File: config.mk
export PLATFORM = sky130hd
export DESIGN_NAME = pmd_decoder
export DESIGN_NICKNAME = d
export VERILOG_FILES = /design/src/include/pmd_pkg.sv /design/src/design/pmd_decoder.sv
export SDC_FILE = /design/constraint.sdc
export NUM_CORES = 1
export LEC_CHECK = 0
export BUFFER_PORTS_ARGS = -buffer_cell sky130_fd_sc_hd__buf_2
export CAP_MARGIN = 10
export CORE_UTILIZATION = 57
export DETAILED_ROUTE_END_ITERATION = 10
export GPL_TIMING_DRIVEN = 0
export PLACE_DENSITY = 0.77
export SLEW_MARGIN = 40
export SYNTH_ARGS = -nofsm -noshare
export SYNTH_HDL_FRONTEND = slang
export SYNTH_SLANG_ARGS = --single-unit
File: constraint.sdc
create_clock -name clk -period 2.55 [get_ports clk]
set_input_delay 0.1275 -clock clk [delete_from_list [all_inputs] [get_ports clk]]
set_output_delay 0.1275 -clock clk [all_outputs]
set_load 0.01 [all_outputs]
File: src/include/pmd_pkg.sv
package pmd_pkg;

   // ****************************************************************
   // widths and field positions
   // ****************************************************************
   localparam int         CYC_W      = 5;
   localparam int         LEN_W      = 2;
   localparam int         REG_SEL_W  = 3;
   localparam int         NIB_W      = 4;
   localparam logic [15:0] PC_RESET  = 16'h0000;
   localparam logic [3:0]  LO_REG    = 4'h8;   // low nibbles 8..F select a working register

   // ****************************************************************
   // instruction lengths in bytes
   // ****************************************************************
   localparam logic [LEN_W-1:0] LEN_ONE   = 2'h1;
   localparam logic [LEN_W-1:0] LEN_TWO   = 2'h2;
   localparam logic [LEN_W-1:0] LEN_THREE = 2'h3;

   // ****************************************************************
   // execution times in machine cycles (one machine cycle = one clock)
   // ****************************************************************
   localparam logic [CYC_W-1:0] CYC_ALU_REG  = 5'h01;
   localparam logic [CYC_W-1:0] CYC_ALU_MEM  = 5'h02;
   localparam logic [CYC_W-1:0] CYC_RMW      = 5'h03;
   localparam logic [CYC_W-1:0] CYC_INC_REG  = 5'h02;
   localparam logic [CYC_W-1:0] CYC_INC_MEM  = 5'h03;
   localparam logic [CYC_W-1:0] CYC_INC_DP   = 5'h04;
   localparam logic [CYC_W-1:0] CYC_MULDIV8  = 5'h0B;
   localparam logic [CYC_W-1:0] CYC_MULDIV16 = 5'h14;
   localparam logic [CYC_W-1:0] CYC_SWAP     = 5'h04;
   localparam logic [CYC_W-1:0] CYC_MOV_FAST = 5'h02;
   localparam logic [CYC_W-1:0] CYC_MOV_SLOW = 5'h03;
   localparam logic [CYC_W-1:0] CYC_LOAD_DP  = 5'h03;
   localparam logic [CYC_W-1:0] CYC_CODE_DP  = 5'h07;
   localparam logic [CYC_W-1:0] CYC_CODE_PC  = 5'h08;
   localparam logic [CYC_W-1:0] CYC_XRD_IND  = 5'h05;
   localparam logic [CYC_W-1:0] CYC_XRD_DP   = 5'h06;
   localparam logic [CYC_W-1:0] CYC_XWR_IND  = 5'h04;
   localparam logic [CYC_W-1:0] CYC_XWR_DP   = 5'h05;
   localparam logic [CYC_W-1:0] CYC_PUSH     = 5'h05;
   localparam logic [CYC_W-1:0] CYC_POP      = 5'h04;
   localparam logic [CYC_W-1:0] CYC_XCH_REG  = 5'h03;
   localparam logic [CYC_W-1:0] CYC_XCH_MEM  = 5'h04;

   // ****************************************************************
   // operation classes, operand kinds, states
   // ****************************************************************
   typedef enum logic [4:0] {
      CLS_OTHER, CLS_ADD, CLS_ADD_WITH_CARRY, CLS_SUBTRACT_WITH_BORROW,
      CLS_INC, CLS_DEC, CLS_INC_DP, CLS_MUL, CLS_DIV, CLS_DEC_ADJ,
      CLS_AND, CLS_OR, CLS_XOR, CLS_CLEAR, CLS_COMPL,
      CLS_ROT_L, CLS_ROT_LC, CLS_ROT_R, CLS_ROT_RC, CLS_SWAP,
      CLS_MOVE, CLS_LOAD_DP, CLS_CODE_TABLE_READ, CLS_EXTERNAL_RAM_MOVE,
      CLS_PUSH, CLS_POP, CLS_EXCHANGE, CLS_LOW_NIBBLE_EXCHANGE
   } pmd_cls_t;

   typedef enum logic [3:0] {
      OPND_NONE, OPND_ACC, OPND_WORKING_REGISTER, OPND_DIRECT,
      OPND_INDIRECT_REGISTER_POINTER, OPND_IMM, OPND_DATA_POINTER,
      OPND_CODE, OPND_XRAM, OPND_STACK
   } pmd_opnd_t;

   typedef enum logic {ST_FETCH = 1'b0, ST_EXEC = 1'b1} pmd_st_t;

   typedef struct packed {
      logic             known;
      pmd_cls_t         cls;
      pmd_opnd_t        src;
      pmd_opnd_t        dst;
      logic [LEN_W-1:0] len;
      logic [CYC_W-1:0] cycles;
      logic             carry;   // carry flag takes part in the operation
      logic             rmw;     // destination byte is read, modified, written
   } pmd_dec_t;

   typedef struct packed {
      pmd_st_t          st;
      logic [15:0]      pc;
      pmd_dec_t         dec;
      logic [7:0]       opcode;
      logic [7:0]       op1;
      logic [7:0]       op2;
      logic [LEN_W-1:0] fetched;
      logic [CYC_W-1:0] cnt;
      logic             ret_valid;
      pmd_dec_t         ret_dec;
      logic [7:0]       ret_opcode;
      logic [15:0]      ret_operand;
   } pmd_state_t;

endpackage : pmd_pkg

File: src/design/pmd_decoder.sv
`timescale 1ns/1ns
// Summary of operation
// - add: register 1 byte 1 cycle; direct, immediate 2/2; indirect 1 byte 2 cycles
// - add with carry: same forms and timing as plain add
// - subtract with borrow: register 1 cycle; direct, indirect, immediate 2 cycles
// - and into accumulator: register 1 cycle; other forms 2 cycles
// - and into direct byte: 2 or 3 bytes, 3 cycles, read-modify-write
// - or into accumulator: register 1 cycle; other forms 2 cycles
// - or into direct byte: 2 or 3 bytes, 3 cycles
// - exclusive or into accumulator: register 1 cycle; other forms 2 cycles
// - exclusive or into direct byte: 2 or 3 bytes, 3 cycles
// - four accumulator rotates, 1 byte 1 cycle; through-carry forms use carry
// - nibble swap of accumulator: 1 byte, 4 cycles
// - moves into accumulator: register 1 cycle; direct, indirect, immediate 2 cycles
// - moves into working register with their own lengths and cycle counts
// - moves into direct byte with their own lengths and cycle counts
// - moves into indirect RAM with their own lengths and cycle counts
// - data pointer load: 3 bytes, 16-bit immediate, 3 cycles
// - code table reads: data pointer based 7 cycles, counter based 8 cycles
// - external RAM reads: 8-bit address 5 cycles, 16-bit address 6 cycles
// - external RAM writes: 8-bit address 4 cycles, 16-bit address 5 cycles
// - push 2 bytes 5 cycles; pop 2 bytes 4 cycles
// - exchange with register 3 cycles; with direct or indirect 4 cycles
// - low nibble exchange with indirect RAM: 1 byte, 4 cycles
module pmd_decoder
   import pmd_pkg::*;
(
   input  wire logic        clk,
   input  wire logic        rst_n,
   input  wire logic [7:0]  code_data,     // byte at code_addr
   input  wire logic        code_valid,    // code_data valid, byte taken this cycle
   input  wire logic        muldiv_wide,   // multiply/divide use the 16-by-8 form
   output logic             code_req,
   output logic [15:0]      code_addr,
   output logic             ret_valid,
   output pmd_dec_t         ret_dec,
   output logic [7:0]       ret_opcode,
   output logic [15:0]      ret_operand,
   output logic [2:0]       ret_reg_sel,
   output logic             ret_ptr_sel
);

   // ****************************************************************
   // decode helpers
   // ****************************************************************
   // build one table entry; carry follows from the class, read-modify-write from class and destination
   function automatic pmd_dec_t pmd_mk(input pmd_cls_t cls, input pmd_opnd_t src,
                                       input pmd_opnd_t dst, input logic [LEN_W-1:0] len,
                                       input logic [CYC_W-1:0] cyc);
      pmd_dec_t d;
      d.known  = 1'b1;
      d.cls    = cls;
      d.src    = src;
      d.dst    = dst;
      d.len    = len;
      d.cycles = cyc;
      d.carry  = cls inside {CLS_ADD_WITH_CARRY, CLS_SUBTRACT_WITH_BORROW,
                             CLS_ROT_LC, CLS_ROT_RC};
      d.rmw    = cls inside {CLS_AND, CLS_OR, CLS_XOR, CLS_INC, CLS_DEC} &&
                 dst inside {OPND_DIRECT, OPND_INDIRECT_REGISTER_POINTER};
      return d;
   endfunction : pmd_mk

   function automatic pmd_dec_t pmd_decode(input logic [7:0] op, input logic wide);
      pmd_dec_t         d;
      pmd_cls_t         acls;
      logic             alu;
      logic             logic_op;
      logic [NIB_W-1:0] lo;
      lo       = op[NIB_W-1:0];
      d        = pmd_mk(CLS_OTHER, OPND_NONE, OPND_NONE, LEN_ONE, CYC_ALU_REG);
      d.known  = 1'b0;
      alu      = 1'b1;
      logic_op = 1'b0;
      // column of accumulator arithmetic and logic forms
      case (op[7:4])
         4'h2:    acls = CLS_ADD;
         4'h3:    acls = CLS_ADD_WITH_CARRY;
         4'h9:    acls = CLS_SUBTRACT_WITH_BORROW;
         4'h5:    begin acls = CLS_AND; logic_op = 1'b1; end
         4'h4:    begin acls = CLS_OR;  logic_op = 1'b1; end
         4'h6:    begin acls = CLS_XOR; logic_op = 1'b1; end
         default: begin acls = CLS_OTHER; alu = 1'b0; end
      endcase
      if (alu) begin
         if (lo >= LO_REG)
            d = pmd_mk(acls, OPND_WORKING_REGISTER, OPND_ACC, LEN_ONE, CYC_ALU_REG);
         else if (lo == 4'h4)
            d = pmd_mk(acls, OPND_IMM, OPND_ACC, LEN_TWO, CYC_ALU_MEM);
         else if (lo == 4'h5)
            d = pmd_mk(acls, OPND_DIRECT, OPND_ACC, LEN_TWO, CYC_ALU_MEM);
         else if (lo inside {4'h6, 4'h7})
            d = pmd_mk(acls, OPND_INDIRECT_REGISTER_POINTER, OPND_ACC, LEN_ONE, CYC_ALU_MEM);
         else if (logic_op && lo == 4'h2)
            d = pmd_mk(acls, OPND_ACC, OPND_DIRECT, LEN_TWO, CYC_RMW);
         else if (logic_op && lo == 4'h3)
            d = pmd_mk(acls, OPND_IMM, OPND_DIRECT, LEN_THREE, CYC_RMW);
      end
      // increment and decrement columns
      if (op[7:5] == 3'h0) begin
         acls = op[4] ? CLS_DEC : CLS_INC;
         if (lo >= LO_REG)
            d = pmd_mk(acls, OPND_NONE, OPND_WORKING_REGISTER, LEN_ONE, CYC_INC_REG);
         else if (lo == 4'h4)
            d = pmd_mk(acls, OPND_NONE, OPND_ACC, LEN_ONE, CYC_ALU_REG);
         else if (lo == 4'h5)
            d = pmd_mk(acls, OPND_NONE, OPND_DIRECT, LEN_TWO, CYC_INC_MEM);
         else if (lo inside {4'h6, 4'h7})
            d = pmd_mk(acls, OPND_NONE, OPND_INDIRECT_REGISTER_POINTER, LEN_ONE, CYC_INC_MEM);
      end
      // ranges of moves and exchanges
      if (op inside {[8'hE8:8'hEF]})
         d = pmd_mk(CLS_MOVE, OPND_WORKING_REGISTER, OPND_ACC, LEN_ONE, CYC_ALU_REG);
      else if (op inside {[8'hF8:8'hFF]})
         d = pmd_mk(CLS_MOVE, OPND_ACC, OPND_WORKING_REGISTER, LEN_ONE, CYC_MOV_FAST);
      else if (op inside {[8'hA8:8'hAF]})
         d = pmd_mk(CLS_MOVE, OPND_DIRECT, OPND_WORKING_REGISTER, LEN_TWO, CYC_MOV_SLOW);
      else if (op inside {[8'h78:8'h7F]})
         d = pmd_mk(CLS_MOVE, OPND_IMM, OPND_WORKING_REGISTER, LEN_TWO, CYC_MOV_FAST);
      else if (op inside {[8'h88:8'h8F]})
         d = pmd_mk(CLS_MOVE, OPND_WORKING_REGISTER, OPND_DIRECT, LEN_TWO, CYC_MOV_FAST);
      else if (op inside {[8'hC8:8'hCF]})
         d = pmd_mk(CLS_EXCHANGE, OPND_WORKING_REGISTER, OPND_ACC, LEN_ONE, CYC_XCH_REG);
      // single opcodes and pointer pairs
      case (op)
         8'hA3: d = pmd_mk(CLS_INC_DP, OPND_NONE, OPND_DATA_POINTER, LEN_ONE, CYC_INC_DP);
         8'hA4: d = pmd_mk(CLS_MUL, OPND_ACC, OPND_ACC, LEN_ONE,
                           wide ? CYC_MULDIV16 : CYC_MULDIV8);
         8'h84: d = pmd_mk(CLS_DIV, OPND_ACC, OPND_ACC, LEN_ONE,
                           wide ? CYC_MULDIV16 : CYC_MULDIV8);
         8'hD4: d = pmd_mk(CLS_DEC_ADJ, OPND_ACC, OPND_ACC, LEN_ONE, CYC_ALU_REG);
         8'hE4: d = pmd_mk(CLS_CLEAR, OPND_NONE, OPND_ACC, LEN_ONE, CYC_ALU_REG);
         8'hF4: d = pmd_mk(CLS_COMPL, OPND_ACC, OPND_ACC, LEN_ONE, CYC_ALU_REG);
         8'h23: d = pmd_mk(CLS_ROT_L, OPND_ACC, OPND_ACC, LEN_ONE, CYC_ALU_REG);
         8'h33: d = pmd_mk(CLS_ROT_LC, OPND_ACC, OPND_ACC, LEN_ONE, CYC_ALU_REG);
         8'h03: d = pmd_mk(CLS_ROT_R, OPND_ACC, OPND_ACC, LEN_ONE, CYC_ALU_REG);
         8'h13: d = pmd_mk(CLS_ROT_RC, OPND_ACC, OPND_ACC, LEN_ONE, CYC_ALU_REG);
         8'hC4: d = pmd_mk(CLS_SWAP, OPND_ACC, OPND_ACC, LEN_ONE, CYC_SWAP);
         8'hE5: d = pmd_mk(CLS_MOVE, OPND_DIRECT, OPND_ACC, LEN_TWO, CYC_ALU_MEM);
         8'hE6, 8'hE7:
                d = pmd_mk(CLS_MOVE, OPND_INDIRECT_REGISTER_POINTER, OPND_ACC, LEN_ONE,
                           CYC_ALU_MEM);
         8'h74: d = pmd_mk(CLS_MOVE, OPND_IMM, OPND_ACC, LEN_TWO, CYC_ALU_MEM);
         8'hF5: d = pmd_mk(CLS_MOVE, OPND_ACC, OPND_DIRECT, LEN_TWO, CYC_MOV_FAST);
         8'h86, 8'h87:
                d = pmd_mk(CLS_MOVE, OPND_INDIRECT_REGISTER_POINTER, OPND_DIRECT, LEN_TWO,
                           CYC_MOV_SLOW);
         8'h75: d = pmd_mk(CLS_MOVE, OPND_IMM, OPND_DIRECT, LEN_THREE, CYC_MOV_SLOW);
         8'h85: d = pmd_mk(CLS_MOVE, OPND_DIRECT, OPND_DIRECT, LEN_THREE, CYC_MOV_SLOW);
         8'hF6, 8'hF7:
                d = pmd_mk(CLS_MOVE, OPND_ACC, OPND_INDIRECT_REGISTER_POINTER, LEN_ONE,
                           CYC_MOV_FAST);
         8'hA6, 8'hA7:
                d = pmd_mk(CLS_MOVE, OPND_DIRECT, OPND_INDIRECT_REGISTER_POINTER, LEN_TWO,
                           CYC_MOV_SLOW);
         8'h76, 8'h77:
                d = pmd_mk(CLS_MOVE, OPND_IMM, OPND_INDIRECT_REGISTER_POINTER, LEN_TWO,
                           CYC_MOV_FAST);
         8'h90: d = pmd_mk(CLS_LOAD_DP, OPND_IMM, OPND_DATA_POINTER, LEN_THREE,
                           CYC_LOAD_DP);
         8'h93: d = pmd_mk(CLS_CODE_TABLE_READ, OPND_CODE, OPND_ACC, LEN_ONE,
                           CYC_CODE_DP);
         8'h83: d = pmd_mk(CLS_CODE_TABLE_READ, OPND_CODE, OPND_ACC, LEN_ONE,
                           CYC_CODE_PC);
         8'hE2, 8'hE3:
                d = pmd_mk(CLS_EXTERNAL_RAM_MOVE, OPND_XRAM, OPND_ACC, LEN_ONE,
                           CYC_XRD_IND);
         8'hE0: d = pmd_mk(CLS_EXTERNAL_RAM_MOVE, OPND_XRAM, OPND_ACC, LEN_ONE, CYC_XRD_DP);
         8'hF2, 8'hF3:
                d = pmd_mk(CLS_EXTERNAL_RAM_MOVE, OPND_ACC, OPND_XRAM, LEN_ONE,
                           CYC_XWR_IND);
         8'hF0: d = pmd_mk(CLS_EXTERNAL_RAM_MOVE, OPND_ACC, OPND_XRAM, LEN_ONE, CYC_XWR_DP);
         8'hC0: d = pmd_mk(CLS_PUSH, OPND_DIRECT, OPND_STACK, LEN_TWO, CYC_PUSH);
         8'hD0: d = pmd_mk(CLS_POP, OPND_STACK, OPND_DIRECT, LEN_TWO, CYC_POP);
         8'hC5: d = pmd_mk(CLS_EXCHANGE, OPND_DIRECT, OPND_ACC, LEN_TWO, CYC_XCH_MEM);
         8'hC6, 8'hC7:
                d = pmd_mk(CLS_EXCHANGE, OPND_INDIRECT_REGISTER_POINTER, OPND_ACC, LEN_ONE,
                           CYC_XCH_MEM);
         8'hD6, 8'hD7:
                d = pmd_mk(CLS_LOW_NIBBLE_EXCHANGE, OPND_INDIRECT_REGISTER_POINTER,
                           OPND_ACC, LEN_ONE, CYC_XCH_MEM);
         default: ;
      endcase
      return d;
   endfunction : pmd_decode

   // ****************************************************************
   // sequencer
   // ****************************************************************
   pmd_state_t       s_reg;
   pmd_state_t       s_next;
   pmd_dec_t         cur;
   logic             need;
   logic             adv;
   logic [CYC_W-1:0] cnt_plus;

   // one machine cycle passes per clock unless a requested opcode or operand byte is awaited
   always_comb begin
      s_next           = s_reg;
      s_next.ret_valid = 1'b0;
      cur      = (s_reg.st == ST_FETCH) ? pmd_decode(code_data, muldiv_wide) : s_reg.dec;
      need     = (s_reg.st == ST_EXEC) && (s_reg.fetched < s_reg.dec.len);
      code_req = (s_reg.st == ST_FETCH) || need;
      adv      = code_req ? code_valid : 1'b1;
      cnt_plus = (s_reg.st == ST_FETCH) ? CYC_ALU_REG : CYC_W'(s_reg.cnt + 5'h01);
      if (code_req && code_valid) begin
         s_next.pc      = 16'(s_reg.pc + 16'h0001);
         s_next.fetched = LEN_W'(s_reg.fetched + 2'h1);
         if (s_reg.st == ST_FETCH) begin
            s_next.opcode  = code_data;
            s_next.dec     = cur;
            s_next.op1     = 8'h00;
            s_next.op2     = 8'h00;
            s_next.fetched = LEN_ONE;
         end else if (s_reg.fetched == LEN_ONE) begin
            s_next.op1 = code_data;
         end else begin
            s_next.op2 = code_data;
         end
      end
      if (adv) begin
         s_next.cnt = cnt_plus;
         s_next.st  = ST_EXEC;
         // retire on the last machine cycle, whole instruction reported at once
         if (cnt_plus == cur.cycles) begin
            s_next.st          = ST_FETCH;
            s_next.cnt         = '0;
            s_next.ret_valid   = 1'b1;
            s_next.ret_dec     = cur;
            s_next.ret_opcode  = s_next.opcode;
            s_next.ret_operand = {s_next.op1, s_next.op2};
         end
      end
   end

   // synchronous reset, program counter restarts at the reset vector
   always_ff @(posedge clk) begin
      if (!rst_n) begin
         s_reg    <= '0;
         s_reg.pc <= PC_RESET;
      end else begin
         s_reg <= s_next;
      end
   end

   assign code_addr   = s_reg.pc;
   assign ret_valid   = s_reg.ret_valid;
   assign ret_dec     = s_reg.ret_dec;
   assign ret_opcode  = s_reg.ret_opcode;
   assign ret_operand = s_reg.ret_operand;
   assign ret_reg_sel = s_reg.ret_opcode[REG_SEL_W-1:0];
   assign ret_ptr_sel = s_reg.ret_opcode[0];

   logic [CYC_W-1:0] mc_seen_reg;  // machine cycles seen, counted apart from the sequencer
   always_ff @(posedge clk) begin
      if (!rst_n)
         mc_seen_reg <= '0;
      else if (adv)
         mc_seen_reg <= (s_reg.st == ST_FETCH) ? 5'h01 : CYC_W'(mc_seen_reg + 5'h01);
   end
endmodule : pmd_decoder

==> impl_metrics.py <==
metrics = {
    "sta": {
        "min_period_ns": 2.653,
        "hold_viol": 0,
        "fmax_ghz": 0.3769,
        "relSlewSlack": 0.4146,
        "rsz0062_at_grt": "true",
        "fin_tns_setup_ns": -0.1031,
        "setup_ws_ns": -0.1031,
        "maxSlewViolCount": 0,
        "worst_pin_slew_ns": 0.8560,
        "final-setup-viol-count": 1,
        "finalCritPeriodShare": 1.040,
        "skew_ns": 0.006469,
    },
    "logic_synthesis": {
        "yosys.area_share.adder": 0.006972,
        "synthSimpleGateAreaFrac": 0.2616,
        "synth_top_family_by_area": "simple AND/OR/NAND/NOR gates",
        "synth_compound_area_frac": 0.2304,
        "seq_area_frac_synth": 0.3319,
        "synth_edf_count": 0,
        "synth-main-ff-cell": "dfxtp_1",
        "muxShareOfSynthArea": 0.02231,
        "synthXorXnorAreaFrac": 0.02562,
        "synth_cells": 935,
        "synthArstFlopShare": 0,
        "synth_nets": 951,
        "ys_ff_latch": 119,
        "yosysWarnings": 0,
        "syn_avg_cell_area_sq_um": 7.677,
        "synthesis.area_sq_um": 7178,
        "yosysUniqueCellTypes": 83,
    },
    "min_path": {
        "holdPathEnd": "s_reg[94]$_SDFFE_PN0P_",
        "min_from": "code_valid",
        "hold_depth": 2,
        "worst_hold_path_type": "in2reg",
    },
    "drt": {
        "drt-pass1-iter-count": 6,
        "totalWireLength_um": 25560,
        "drt-initial-drc-count": 1041,
        "drc_errors": 0,
        "wl_per_cell_um": 21.02,
        "vias": 7795,
        "ant_nets": 0,
        "viasPerCell": 6.410,
    },
    "power": {
        "power.internal_w": 0.004193,
        "leakage_nw": 3.743,
        "finalPower_w": 0.005933,
        "power_frac_comb": 0.215,
        "powerDensity_nw_per_um2": 690.3,
        "power.switching_w": 0.001741,
        "clock_power_share": 0.440,
        "vdd_ir_drop_max_mv": 0.7101,
        "seqPwrFrac": 0.345,
        "sw_frac_of_total": 0.2934,
    },
    "critical_path": {
        "startpoint_type": "primary input",
        "cp_common_cell": "o21ai_0",
        "crit_chain": "buf_2 > buf_4 > nor2_1 > o31a_1 > o21ai_0 > a2111oi_0 > a311oi_1 > nand3_1 > o21ai_0",
        "endpoint_kind": "register",
        "crit_family": "compound AO/OA/AOI/OAI gates",
        "reg2reg_slack_ns": 0.12,
        "path_class": "in2reg",
        "crit_path_max_incr_delay_ns": 0.84,
        "rr_worst_depth": 9,
        "r2r-start": "s_reg[48]$_SDFFE_PN0N_",
        "required_ns": 2.85,
        "cp_slowest_cell": "a2111oi_0",
        "regToRegEndpoint": "ret_dec[21]$_SDFFE_PN0P_",
        "cp.buffers_inverters": 2,
        "cp_max_fo": 10,
        "crit_arrival_ns": 2.95,
    },
    "placed_design": {
        "dpl.hpwl_um": 17730,
        "place_ws_ns": -0.6973,
        "port_buffers": 78,
        "dpl_cell_area_sq_um": 7811,
        "gp_congestion": 1.029,
    },
    "global_route": {
        "grt_remaining_overflow": 0,
        "top_usage_layer": "met2",
        "antenna_found_initial": 0,
        "grt_max_degree": 17,
        "grt_use_met3": 0.1122,
        "grtUsageTotal": 0.3941,
        "grt_util_met1": 0.5159,
        "grt_pass1_vias": 7025,
        "grt_pass1_wl_um": 38500,
        "met2_usage": 0.5939,
    },
    "floorplan": {
        "die-area_sq_um": 13050,
        "boundaryPins": 81,
        "rows": 40,
        "start_util": 0.5902,
        "die_h_um": 114.2,
        "coreArea_sq_um": 12160,
        "die_w_um": 114.2,
    },
    "cts": {
        "cts_made_buffers": 17,
        "cts_tree": "done",
        "cts-htree-levels": 4,
        "path_clk_slew_ns": 0.05,
        "clk-insertion-delay-late_ns": 0.42,
        "clock-sinks": 119,
        "ctsRootBufferMaster": "clkbuf_16",
        "clockBufferDepth": 2,
    },
    "run_status": {
        "status": "finished, violations left",
        "violations": "negative setup slack",
    },
    "layout": {
        "layout.nets": 1054,
        "finalInstanceArea_sq_um": 8596,
        "area_delta_synth_final_pct": 19.75,
        "n_antenna_cell": 0,
        "largest_register_ffs": 55,
        "layout-drive-gt1-share": 0.2462,
    },
    "flow_run": {
        "cap_violations": 0,
    },
}
cells in the final DEF, fill, tap and decap left out, drive strengths merged, types with 7 or more instances in the layout:
cell,instances
buf,181
dfxtp,119
nand2,119
nor2,89
a21oi,73
clkbuf,65
o21ai,49
nand3,38
nor3,24
a21o,19
nand2b,17
mux2i,16
o22ai,14
nor2b,12
xor2,11
and3,10
xnor2,10
inv,9
a31oi,8
nor4,8
o211ai,7
a211oi,7
nand4,7
and2,7
or2,7
a2111oi,7
final cells by class:
type | instances | area [sq um]
Inverter | 11 | 45.04
Fill cell | 1016 | 3566
Buffer | 140 | 849.6
Sequential cell | 119 | 2382
Multi-Input combinational cell | 664 | 4023
Clock buffer | 21 | 460.4
Timing Repair Buffer | 85 | 452.9
Clock inverter | 8 | 172.7
Tap cell | 168 | 210.2
synthesized netlist by cell type, types with 8 or more instances:
cell      count  share of area
nand3_1      38          0.026
clkbuf_1     44          0.023
nor3_1       23          0.016
a21oi_1      73          0.051
inv_1         9         0.0047
xor2_1       11          0.013
and3_1       10         0.0087
nand2b_1     17          0.015
o22ai_1      14          0.012
buf_2        19          0.013
xnor2_1      10          0.012
nand2_1     117          0.061
nor2_1       89          0.047
mux2i_1      16          0.022
dfxtp_1     119           0.33
buf_4        69          0.072
nor2b_1      12          0.010
a21o_1       19          0.020
a31oi_1       8         0.0070
o21ai_0      49          0.034
power groups by stage:
| stage | registers [W] | clock network (W) | logic [W] |
|---|---|---|---|
| 6_report | 0.00205 | 0.00261 | 0.00128 |
| 5_1_grt | 0.00205 | 0.00270 | 0.00135 |
| 4_1_cts | 0.00204 | 0.00261 | 0.00120 |
| 3_5_place_dp | 0.00208 | 0 | 0.00115 |
| 3_3_place_gp | 0.00207 | 0 | 0.00114 |
| 2_1_floorplan | 0.00206 | 0 | 0.000791 |
through the flow:
stage / utilization / std cells / hold slack (ns)
2_1_floorplan: - / 935 / 0.2177
3_3_place_gp: 0.6396 / 1181 / 0.4431
3_5_place_dp: 0.6423 / 1182 / 0.4476
4_1_cts: 0.6978 / 1213 / 0.02270
5_1_grt: 0.7068 / 1216 / 0.05110
6_report: 0.7068 / 1216 / 0.05906
cells by family (layout without fill, tap and decap cells):
group           after synthesis  count (layout)
compound gates              248             248
xor+xnor                     21              21
fa+ha+maj                     4               4
buf+inv                     152             265
flops                       119             119
mux                          16              16
simple gates                375             375
how the worst max path moves through the flow:
stage	to	depth (start not counted)	slack (ns)	from
after floorplan	s_reg[101]$_SDFFE_PN0P_	10	0.21	code_data[6]
after global placement	s_reg[118]$_SDFFE_PN0N_	8	-0.99	code_data[5]
after detailed placement	ret_dec[14]$_SDFFE_PN0P_	11	-0.70	code_data[3]
after CTS	code_addr[15]$_SDFFE_PN0P_	9	-0.00009	s_reg[87]$_SDFFE_PN0P_
after global routing	s_reg[101]$_SDFFE_PN0P_	10	-0.09	code_data[1]
final	ret_dec[18]$_SDFFE_PN0P_	9	-0.10	code_data[5]
layer usage:
layer  wire length [um]  part of all wire  vias up
met5                  0                 0        -
met4               1081             0.042        0
met3               3459              0.14       93
met2              11010              0.43      565
met1               9999              0.39     3644
li1                   -                 -     3493
timing repair:
action | CTS | global route
pin swaps | 1 | 0
endpoints found under the setup margin | 58 | 83
buffers inserted | 3 | 3
resized for setup | 7 | 41
hold buffers | 0 | 0
(Power assumes the default switching activity.)
